===== config.mk =====
export PLATFORM = sky130hd
export DESIGN_NAME = isfl_dev_flat
export DESIGN_NICKNAME = d
export VERILOG_FILES = /design/src/include/isfl_pkg.sv /design/src/include/isfl_link_if.sv /design/src/hdl/isfl_dev.sv /design/src/flat_wrapper.sv
export SDC_FILE = /design/constraint.sdc
export NUM_CORES = 1
export LEC_CHECK = 0
export ABC_AREA = 0
export BUFFER_PORTS_ARGS = -buffer_cell sky130_fd_sc_hd__buf_2
export CAP_MARGIN = 20
export CORE_AREA = 5 5 108 110
export CTS_BUF_LIST = sky130_fd_sc_hd__clkbuf_2 sky130_fd_sc_hd__clkbuf_4 sky130_fd_sc_hd__clkbuf_8
export CTS_CLUSTER_DIAMETER = 120
export DETAILED_ROUTE_END_ITERATION = 8
export DIE_AREA = 0 0 113 115
export PLACE_DENSITY = 0.49
export SETUP_SLACK_MARGIN = 0.2
export SLEW_MARGIN = 20
export SYNTH_ARGS = -nofsm -noshare
export SYNTH_HDL_FRONTEND = slang
export SYNTH_SLANG_ARGS = --single-unit

===== constraint.sdc =====
create_clock -name clk_sys_i -period 2.5 [get_ports clk_sys_i]
set_input_delay 0.25 -clock clk_sys_i [delete_from_list [all_inputs] [get_ports clk_sys_i]]
set_output_delay 0.25 -clock clk_sys_i [all_outputs]
set_load 0.05 [all_outputs]

===== src/include/isfl_pkg.sv =====
package isfl_pkg;
	// Channel and byte geometry
	localparam int CH_NUM = 2;
	localparam int DATA_BITS = 8;
	localparam logic [3:0] FRAME_BITS = 4'hA;
	localparam logic [3:0] BITS_AFTER_START = 4'h9;
	localparam logic [3:0] BITS_AFTER_D0 = 4'h8;
	localparam logic [3:0] LAST_BIT_CNT = 4'h1;
	localparam logic [3:0] CNT_ZERO = 4'h0;

	// Line levels and channel codes
	localparam logic START_LVL = 1'b0;
	localparam logic IDLE_LVL = 1'b1;
	localparam logic CH_FIRST = 1'b0;
	localparam logic CH_SECOND = 1'b1;

	// Bit-mode command values
	localparam logic [7:0] BITMODE_HOLD = 8'h10;
	localparam logic [7:0] BITMODE_RUN = 8'h00;

	// Link clock made by the external end
	localparam int SYS_PERIOD_NS = 20;
	localparam int LINK_PERIOD_NS = 160;
	localparam int LINK_HALF_CYC = LINK_PERIOD_NS / (2 * SYS_PERIOD_NS);

	typedef enum logic [1:0] {
		SH_IDLE = 2'b01,
		SH_BUSY = 2'b10
	} isfl_shift_state_t;

	typedef enum logic [2:0] {
		RX_IDLE = 3'b001,
		RX_START = 3'b010,
		RX_DATA = 3'b100
	} isfl_rx_state_t;
endpackage

===== src/include/isfl_link_if.sv =====
`timescale 1ns/1ns
interface isfl_link_if;
	logic link_clock_in;
	logic serial_data_in;
	logic serial_data_out;
	logic clear_to_send_out;

	modport dev_mp (
		input link_clock_in,
		input serial_data_in,
		output serial_data_out,
		output clear_to_send_out
	);

	modport ext_mp (
		output link_clock_in,
		output serial_data_in,
		input serial_data_out,
		input clear_to_send_out
	);
endinterface


===== src/hdl/isfl_dev.sv =====
// Function
// - Serial mode on either channel moves second-channel pins
// - Mode chosen only by configuration memory bits
// - Bit-mode 10 holds link; 0 releases
// - External device alone drives the link clock
// - Ready byte starts frame with low output
// - No outgoing start while receiving a frame
// - Outgoing start bit is always zero
// - Outgoing data bits leave least significant first
// - Last outgoing bit names origin channel
// - External device halts clock to refuse byte
// - External device starts only while clear-to-send high
// - Clear-to-send drops next rising edge after start
// - Incoming frames begin with zero start bit
// - Incoming data bits arrive least significant first
// - Route received byte by target channel bit
// - Clear-to-send low until room for byte
`timescale 1ns/1ns
module isfl_dev
	import isfl_pkg::*;
(
	// System
	input wire logic clk_sys_i,
	input wire logic sys_rst_i,
	// Link
	isfl_link_if.dev_mp link,
	// Configuration memory and bit-mode command
	input wire logic [isfl_pkg::CH_NUM-1:0] cfg_serial_i,
	input wire logic [7:0] bitmode_i,
	input wire logic bitmode_wr_i,
	// Outgoing bytes, one port per channel
	input wire logic [isfl_pkg::CH_NUM-1:0][isfl_pkg::DATA_BITS-1:0] tx_data_i,
	input wire logic [isfl_pkg::CH_NUM-1:0] tx_valid_i,
	output logic [isfl_pkg::CH_NUM-1:0] tx_ready_o,
	// Incoming bytes
	output logic [isfl_pkg::DATA_BITS-1:0] rx_data_o,
	output logic [isfl_pkg::CH_NUM-1:0] rx_valid_o,
	input wire logic [isfl_pkg::CH_NUM-1:0] rx_ready_i,
	// Status
	output logic pins_serial_o,
	output logic link_held_o
);
	import isfl_pkg::*;

	logic [CH_NUM-1:0] cfg_mode;
	logic active;
	logic [2:0] clk_sync;
	logic [1:0] sdi_sync;
	logic rise;
	logic sdi_s;
	logic [CH_NUM-1:0][DATA_BITS-1:0] tx_buf;
	logic [CH_NUM-1:0] pending;
	logic [CH_NUM-1:0] next_pending;
	logic [CH_NUM-1:0] take;
	logic sel;
	logic last_src;
	logic tx_go;
	isfl_shift_state_t tx_state;
	logic [DATA_BITS:0] tx_shift;
	logic [3:0] tx_cnt;
	isfl_rx_state_t rx_state;
	logic [DATA_BITS:0] rx_shift;
	logic [3:0] rx_cnt;
	logic rx_done;
	logic rx_dst;
	logic room;

	// Mode bits are caught only while reset is applied
	always_ff @(posedge clk_sys_i)
	begin
		if (sys_rst_i)
			cfg_mode <= cfg_serial_i;
	end

	always_ff @(posedge clk_sys_i)
	begin
		if (sys_rst_i)
			pins_serial_o <= 1'b0;
		else
			pins_serial_o <= |cfg_mode;
	end

	always_ff @(posedge clk_sys_i)
	begin
		if (sys_rst_i)
			link_held_o <= 1'b0;
		else if (bitmode_wr_i && bitmode_i == BITMODE_HOLD)
			link_held_o <= 1'b1;
		else if (bitmode_wr_i && bitmode_i == BITMODE_RUN)
			link_held_o <= 1'b0;
	end

	assign active = pins_serial_o && !link_held_o;

	// Link clock and data input come from another domain
	always_ff @(posedge clk_sys_i)
	begin
		if (sys_rst_i)
		begin
			clk_sync <= 3'h0;
			sdi_sync <= 2'h3;
		end
		else
		begin
			clk_sync <= {clk_sync[1:0], link.link_clock_in};
			sdi_sync <= {sdi_sync[0], link.serial_data_in};
		end
	end

	assign rise = clk_sync[1] && !clk_sync[2];
	assign sdi_s = sdi_sync[1];

	// Outgoing byte holders; data is accepted even while the link is held
	generate
		for (genvar g = 0; g < CH_NUM; g++)
		begin : g_txbuf
			always_comb
			begin
				next_pending[g] = pending[g];
				if (take[g])
					next_pending[g] = 1'b0;
				else if (tx_valid_i[g] && tx_ready_o[g])
					next_pending[g] = 1'b1;
			end

			always_ff @(posedge clk_sys_i)
			begin
				if (sys_rst_i)
				begin
					pending[g] <= 1'b0;
					tx_ready_o[g] <= 1'b0;
				end
				else
				begin
					pending[g] <= next_pending[g];
					tx_ready_o[g] <= cfg_mode[g] && !next_pending[g];
					if (tx_valid_i[g] && tx_ready_o[g])
						tx_buf[g] <= tx_data_i[g];
				end
			end

			assign take[g] = tx_go && (sel == 1'(g));
		end
	endgenerate

	// Alternate between channels when both hold a byte
	assign sel = (pending[0] && (!pending[1] || last_src)) ? CH_FIRST : CH_SECOND;
	assign tx_go = active && rise && tx_state == SH_IDLE && (|pending)
		&& rx_state == RX_IDLE && sdi_s == IDLE_LVL;

	always_ff @(posedge clk_sys_i)
	begin
		if (sys_rst_i || !active)
		begin
			tx_state <= SH_IDLE;
			link.serial_data_out <= IDLE_LVL;
			tx_shift <= '0;
			tx_cnt <= CNT_ZERO;
		end
		else if (rise)
		begin
			case (tx_state)
				SH_IDLE:
				begin
					if (tx_go)
					begin
						link.serial_data_out <= START_LVL;
						tx_shift <= {sel, tx_buf[sel]};
						tx_cnt <= BITS_AFTER_START;
						tx_state <= SH_BUSY;
					end
				end
				SH_BUSY:
				begin
					if (tx_cnt != CNT_ZERO)
					begin
						link.serial_data_out <= tx_shift[0];
						tx_shift <= {1'b0, tx_shift[DATA_BITS:1]};
						tx_cnt <= tx_cnt - LAST_BIT_CNT;
					end
					else
					begin
						link.serial_data_out <= IDLE_LVL;
						tx_state <= SH_IDLE;
					end
				end
				default:
				begin
					tx_state <= SH_IDLE;
					link.serial_data_out <= IDLE_LVL;
				end
			endcase
		end
	end

	always_ff @(posedge clk_sys_i)
	begin
		if (sys_rst_i)
			last_src <= CH_SECOND;
		else if (tx_go)
			last_src <= sel;
	end

	assign room = !(|rx_valid_o);

	// Incoming frames; clear-to-send is lowered at a link edge, or at once when the link is held
	always_ff @(posedge clk_sys_i)
	begin
		if (sys_rst_i || !active)
		begin
			rx_state <= RX_IDLE;
			link.clear_to_send_out <= 1'b0;
			rx_shift <= '0;
			rx_cnt <= CNT_ZERO;
		end
		else
		begin
			case (rx_state)
				RX_IDLE:
				begin
					link.clear_to_send_out <= room;
					if (rise && sdi_s == START_LVL && link.clear_to_send_out)
						rx_state <= RX_START;
				end
				RX_START:
				begin
					if (rise)
					begin
						link.clear_to_send_out <= 1'b0;
						rx_shift <= {sdi_s, rx_shift[DATA_BITS:1]};
						rx_cnt <= BITS_AFTER_D0;
						rx_state <= RX_DATA;
					end
				end
				RX_DATA:
				begin
					link.clear_to_send_out <= 1'b0;
					if (rise)
					begin
						rx_shift <= {sdi_s, rx_shift[DATA_BITS:1]};
						if (rx_cnt == LAST_BIT_CNT)
							rx_state <= RX_IDLE;
						else
							rx_cnt <= rx_cnt - LAST_BIT_CNT;
					end
				end
				default:
				begin
					rx_state <= RX_IDLE;
					link.clear_to_send_out <= 1'b0;
				end
			endcase
		end
	end

	assign rx_done = active && rise && rx_state == RX_DATA && rx_cnt == LAST_BIT_CNT;
	// A zero target falls back to the second channel when the first is not serial
	assign rx_dst = sdi_s | !cfg_mode[0];

	always_ff @(posedge clk_sys_i)
	begin
		if (sys_rst_i)
		begin
			rx_valid_o <= '0;
			rx_data_o <= '0;
		end
		else
		begin
			rx_valid_o <= rx_valid_o & ~rx_ready_i;
			if (rx_done)
			begin
				rx_data_o <= rx_shift[DATA_BITS:1];
				rx_valid_o[rx_dst] <= 1'b1;
			end
		end
	end
endmodule


===== src/flat_wrapper.sv =====
// flat-port wrapper written by rule: the top's interface ports become plain ports
module isfl_dev_flat import isfl_pkg::*;
  (clk_sys_i, sys_rst_i, cfg_serial_i, bitmode_i, bitmode_wr_i, tx_data_i, tx_valid_i, tx_ready_o, rx_data_o, rx_valid_o, rx_ready_i, pins_serial_o, link_held_o, link_link_clock_in, link_serial_data_in, link_serial_data_out, link_clear_to_send_out);
  isfl_link_if link_i ();
  input wire logic clk_sys_i;
  input wire logic sys_rst_i;
  input wire logic [isfl_pkg::CH_NUM-1:0] cfg_serial_i;
  input wire logic [7:0] bitmode_i;
  input wire logic bitmode_wr_i;
  input wire logic [isfl_pkg::CH_NUM-1:0][isfl_pkg::DATA_BITS-1:0] tx_data_i;
  input wire logic [isfl_pkg::CH_NUM-1:0] tx_valid_i;
  output logic [isfl_pkg::CH_NUM-1:0] tx_ready_o;
  output logic [isfl_pkg::DATA_BITS-1:0] rx_data_o;
  output logic [isfl_pkg::CH_NUM-1:0] rx_valid_o;
  input wire logic [isfl_pkg::CH_NUM-1:0] rx_ready_i;
  output logic pins_serial_o;
  output logic link_held_o;
  input wire logic [$bits(link_i.link_clock_in)-1:0] link_link_clock_in;
  input wire logic [$bits(link_i.serial_data_in)-1:0] link_serial_data_in;
  output wire logic [$bits(link_i.serial_data_out)-1:0] link_serial_data_out;
  output wire logic [$bits(link_i.clear_to_send_out)-1:0] link_clear_to_send_out;
  assign link_i.link_clock_in = link_link_clock_in;
  assign link_i.serial_data_in = link_serial_data_in;
  assign link_serial_data_out = link_i.serial_data_out;
  assign link_clear_to_send_out = link_i.clear_to_send_out;
  isfl_dev u_core (.clk_sys_i(clk_sys_i), .sys_rst_i(sys_rst_i), .link(link_i), .cfg_serial_i(cfg_serial_i), .bitmode_i(bitmode_i), .bitmode_wr_i(bitmode_wr_i), .tx_data_i(tx_data_i), .tx_valid_i(tx_valid_i), .tx_ready_o(tx_ready_o), .rx_data_o(rx_data_o), .rx_valid_o(rx_valid_o), .rx_ready_i(rx_ready_i), .pins_serial_o(pins_serial_o), .link_held_o(link_held_o));
endmodule

==> results of run 1 <==
==> through the flow <==
step           utilization  instances  area [um2]  power, mW  hold WS (ps)
5_1_grt              0.343        491        3630       2.28          55.5
3_3_place_gp         0.326        475        3460       1.38           396
2_1_floorplan            -        297        3060       1.33           322
3_5_place_dp         0.326        475        3460       1.38           398
6_report             0.343        491        3630       2.18          76.3
4_1_cts              0.343        491        3630       2.21          60.2
==> power by group <==
group          internal (mW)  total, mW  switching, mW  leakage (nW)
combinational         0.0494      0.128         0.0784         0.813
sequential              1.21       1.22         0.0104         0.602
clock                  0.369      0.831          0.463        0.0905
total                   1.63       2.18          0.551          1.51
==> worst max path at each step <==
stage	slack, ps	cells past startpoint	to	start
after floorplan	650	5	u_core.tx_cnt[1]	u_core.rx_state[0]
after global placement	530	4	u_core.pending[0]	u_core.rx_state[0]
after detailed placement	500	6	u_core.tx_shift[6]	u_core.tx_state[0]
after CTS	470	6	u_core.tx_shift[6]	u_core.tx_state[0]
after global routing	280	6	u_core.tx_cnt[0]	u_core.tx_state[0]
final	480	4	u_core.pending[0]	u_core.rx_state[0]
==> final cells by class <==
| cell class | instances | area, um2 | area share |
|---|---|---|---|
| Clock buffer | 9 | 124 | 0.0341 |
| Tap cell | 140 | 175 | 0.0482 |
| Sequential cell | 72 | 1620 | 0.446 |
| Multi-Input combinational cell | 201 | 1350 | 0.371 |
| Timing Repair Buffer | 54 | 280 | 0.0771 |
| Clock inverter | 7 | 53.8 | 0.0148 |
| Inverter | 8 | 30.0 | 0.00826 |
==> per-layer routing <==
layer	track usage	share of wire	vias up
li1	-	-	1184
met5	0	0	-
met3	0.0226	0.032	10
met1	0.150	0.52	1083
met2	0.156	0.43	46
met4	0.0505	0.019	0
==> kinds of logic (layout without fill, tap and decap cells) <==
| logic type | count (synthesis) | after routing | synth area share |
|---|---|---|---|
| compound gates | 64 | 64 | 0.148 |
| flops | 72 | 72 | 0.529 |
| buf+inv | 24 | 78 | 0.0298 |
| fa+ha+maj | 6 | 6 | 0.0245 |
| mux | 26 | 26 | 0.0850 |
| simple gates | 105 | 105 | 0.183 |
==> worst register-to-register path: cells and delay by family, from the launching register on <==
| kind | cells | cell delay (ps) |
|---|---|---|
| AOI/OAI and AO/OA | 1 | 200 |
| and+or+nand+nor | 3 | 1300 |
| DFF | 1 | 400 |
==> state kept, by name, summed over array words and instances, names as in the netlist, 3 cells and up <==
| signal | cells |
|---|---|
| u_core.tx_shift | 9 |
| u_core.rx_cnt | 4 |
| u_core.clk_sync | 3 |
| u_core.rx_state | 3 |
| u_core.rx_shift | 8 |
| u_core.tx_cnt | 4 |
| u_core.rx_data_o | 8 |
| u_core.tx_buf | 16 |
==> cell usage after synthesis, drive strengths merged, types with 9 or more instances <==
library cell  count
nor2             26
nor2b            12
dfxtp            54
o21ai            10
a21oi            15
edfxtp           18
nand2            18
clkbuf           14
o221ai            9
mux2i            26
==> placed cells by master, fill, tap and decap left out, types with 5 or more instances in the layout <==
master	n
nor2b_1	12
a21boi_0	8
clkbuf_8	9
nor3_1	7
a21oi_1	15
buf_2	50
inv_1	8
nor2_1	26
mux2i_1	26
ha_1	6
dfxtp_1	54
nor3b_1	5
edfxtp_1	18
a31o_2	8
o221ai_1	9
nand2b_1	8
nand3_1	7
nand2_1	17
o21ai_0	9
==> run metrics, run 1 <==
TritonRoute pass-1 iters=4; R2R Path Start=u_core.rx_state[0]; Nets=387; CTS buffer count=9; pre-CTS WS=500 ps; VDD IR max=0.213 mV; post-synthesis cell area=3060 um2; CP Cell Sequence=or3b_1 > nor4_1 > a31oi_1 > nor2b_1; Clock Tree Buf Depth=2; Resized Gates After CTS=0; Final Setup Violations=0; register bit total from synthesis=72; EDFF count, synth=18; Hold Crit Class=in2reg; number of core rows=38; Slew HR=0.366; largest net degree at the start of global routing=29; Reg2Reg Setup Slack=480 ps; Hold EP=u_core.tx_buf[0]; CP max-delay cell=nor4_1; Die ar.=13000 um2; post-synthesis sequential area ratio=0.529; final slew viol count=0; Core Footprint=10600 um2; Slowest Stage Delay on Critical Path=640 ps; min Tclk post-route=2020 ps; HPWL after DPL=4.78 mm; run status=completed; CTS Hold Bufs=0; number of global-route vias before repair=2236; Starting Density=0.289; Final Hold Vio Count=0; GPL Wtd Cong=0.772; Worst EP arrival=2240 ps; Power Dens Cells=600 nW/um2; initial antenna violation count=0; type of the worst setup path=reg2reg; Post-Synthesis Mean Instance Area=10.3 um2; Mapped Cells=297; hold_sp=tx_data_i[0]; CP required=2720 ps; actual slew at the worst max-slew pin=945 ps; WHS Path Cells=1; clock sink count=72; Max Freq=494 MHz; die width=113 um; setup repair bufs after CTS=0; max cap viols=0; CP max FO=6; H-tree depth reported by CTS=3; Root Driver=clkbuf_8; IO Port Bufs=50; area grow syn2layout=18.7%; reg2reg path depth=4; dominant cells by area after synthesis=dfxtp_1 (35%), edfxtp_1 (18%), mux2i_1 (8.5%); Vias/cell=4.73; DRT Wirelength=6.62 mm; Die Height=115 um; Setup WS post-layout=476 ps; FF-to-FF End=u_core.pending[0]; Post-synth ARST share=0; Synth top area share=0.353; first-pass GRT wire length=11.2 mm; initial drt markers=69; Final period util=0.810; Netlist cell types=43; setup_tns=0 ps; Fin Clk Skew=8.10 ps; main flop type after synthesis=dfxtp_1; DRC=0; Setup crit start kind=flip-flop; CTS tree=built; unrepaired setup endpoints after global routing=no; wire per inst=13.5 um; fill count=1114; vias post-DR=2323; Detail Route Antenna Nets=0; Crit path buffers/inverters=0; clock-pin slew on the worst setup and hold paths=80 ps; Leak=1.51 nW; largest area contributor in the netlist=dfxtp_1; Ant. Diodes=0; grt total ovfl=0; synth warn=0; Worst-Skew Late Latency=350 ps; IO Count=51; delay-heaviest family, CP=simple AND/OR/NAND/NOR gates; Mapped Nets=338; CP Capture Type=flip-flop; fraction of layout cells with a size suffix above 1=0.239; Global Route Usage Sum=0.107
(Power assumes the default switching activity.)
==> run 2, diff against run 1 <==
PLACE_DENSITY = 0.51   (was 0.49)
clock period = 1.86 ns   (was 2.5 ns; I/O delays follow)
==> run metrics, run 2 (same netlist as run 1, synthesis figures left out) <==
run status=completed; vias post-DR=2560; actual slew at the worst max-slew pin=594 ps; Detail Route Antenna Nets=0; Worst-Skew Late Latency=350 ps; Slew HR=0.602; Die ar.=13000 um2; met2 routed WL=3.35 mm; Core Footprint=10600 um2; CTS buffer count=9; most frequent cells in the layout=buf_2 (50), dfxtp_1 (46), buf_4 (27); Slowest Stage Delay on Critical Path=420 ps; min Tclk post-route=1710 ps; max reg flops=16; instance area at placement=3580 um2; fill count=1047; die width=113 um; CP Cell Sequence=inv_1 > ha_4 > nor4bb_4 > or3_1 > or4_4 > a21oi_2; leading cell type in the layout, fill and taps excluded=buf_2; Root Driver=clkbuf_8; Largest Register=u_core.tx_buf; Final Setup Violations=0; final slew viol count=0; clock-pin slew on the worst setup and hold paths=80 ps; Clock Tree Buf Depth=2; Top Registers=u_core.tx_buf x16, u_core.tx_shift x9; Global Route Usage Sum=0.115; Die Height=115 um; fraction of layout cells with a size suffix above 1=0.354; area grow syn2layout=39.1%; number of global-route vias before repair=2482; unrepaired setup endpoints after global routing=yes; Setup crit start kind=flip-flop; CP required=2150 ps; grt total ovfl=0; initial antenna violation count=0; first-pass GRT wire length=12.1 mm; Worst EP arrival=2000 ps; CTS tree=built; CP Capture Type=flip-flop; clock sink count=72; Vias/cell=4.76; max cap viols=0; IO Port Bufs=50; HPWL after DPL=4.91 mm; number of core rows=38; CP max-delay cell=or4_4; H-tree depth reported by CTS=3; Crit path buffers/inverters=1; DRT Wirelength=7.31 mm; Nets=434; Fin Clk Skew=8.98 ps; Starting Density=0.289; Final period util=0.921; largest net degree at the start of global routing=22; WL met3=273 um; VDD IR max=0.356 mV; delay-heaviest family, CP=simple AND/OR/NAND/NOR gates; Power Dens Cells=775 nW/um2; GPL Wtd Cong=0.843; IO Count=51; Final Hold Vio Count=0; CP max FO=3; Max Freq=584 MHz; TritonRoute pass-1 iters=4; Met1 Wirelength=3.48 mm; Hold Crit Class=in2reg; Ant. Diodes=0; highest metal used=met4; DRC=0; type of the worst setup path=reg2reg; initial drt markers=120; setup_tns=0 ps; wire per inst=13.6 um; Leak=1.77 nW; final instance area=4260 um2
## run 2: changes by cell type in the layout (fill, tap and decap cells not counted), sizes merged
cell,before,now
inv,11,7
dlygate4sd3,0,19
clkinv,3,1
buf,54,81
bufinv,0,2
clkbuf,9,13
nand2,18,19
## run 2: metal layers
| metal | vias to the layer above | GRT usage |
|---|---|---|
| li1 | 1281 | - |
| met1 | 1199 | 0.156 |
| met2 | 65 | 0.172 |
| met3 | 15 | 0.0184 |
| met4 | 0 | 0.0689 |
| met5 | - | 0 |
## run 2: worst paths after layout
path	start	to	slack [ps]	depth (start not counted)
setup reg to reg	u_core.tx_state[0]	u_core.tx_cnt[1]	150	6
hold reg to reg	u_core.sdi_sync[0]	u_core.sdi_sync[1]	410	1
setup / recovery	u_core.tx_state[0]	u_core.tx_cnt[1]	150	6
hold / removal	link_link_clock_in	u_core.clk_sync[0]	40	2
## run 2: metrics by stage
stage	hold WS [ps]	util	instances	worst slack, ps	power, mW
after floorplan	258	-	297	95.4	1.78
after global placement	365	0.338	490	57.1	1.87
after detailed placement	364	0.338	490	66.7	1.87
after CTS	22.7	0.383	527	108	3.33
after global routing	32.5	0.402	538	92.3	3.43
final	44.1	0.402	538	148	3.30
## run 2: what timing repair did
action | in CTS | in global routing
pin swaps | 1 | 8
gates cloned | 0 | 1
hold buffers | 19 | 0
endpoints found under the setup margin | 27 | 22
resized for setup | 10 | 28
hold endpoints to repair | 19 | 0
buffers inserted | 2 | 10
## run 2: cell type report
class / instances / area [um2] / area share
clock buffer: 13 / 166 / 0.0390
clock inverter: 3 / 65.1 / 0.0153
inverter: 8 / 36.3 / 0.00851
multi-input combinational: 202 / 1490 / 0.349
sequential: 72 / 1630 / 0.383
tap: 140 / 175 / 0.0411
timing repair buffer: 100 / 697 / 0.164
## run 2: power by group
part	switching [mW]	internal (mW)	total (mW)
registers	0.0147	1.63	1.64
logic	0.124	0.113	0.237
clock network	0.567	0.857	1.42
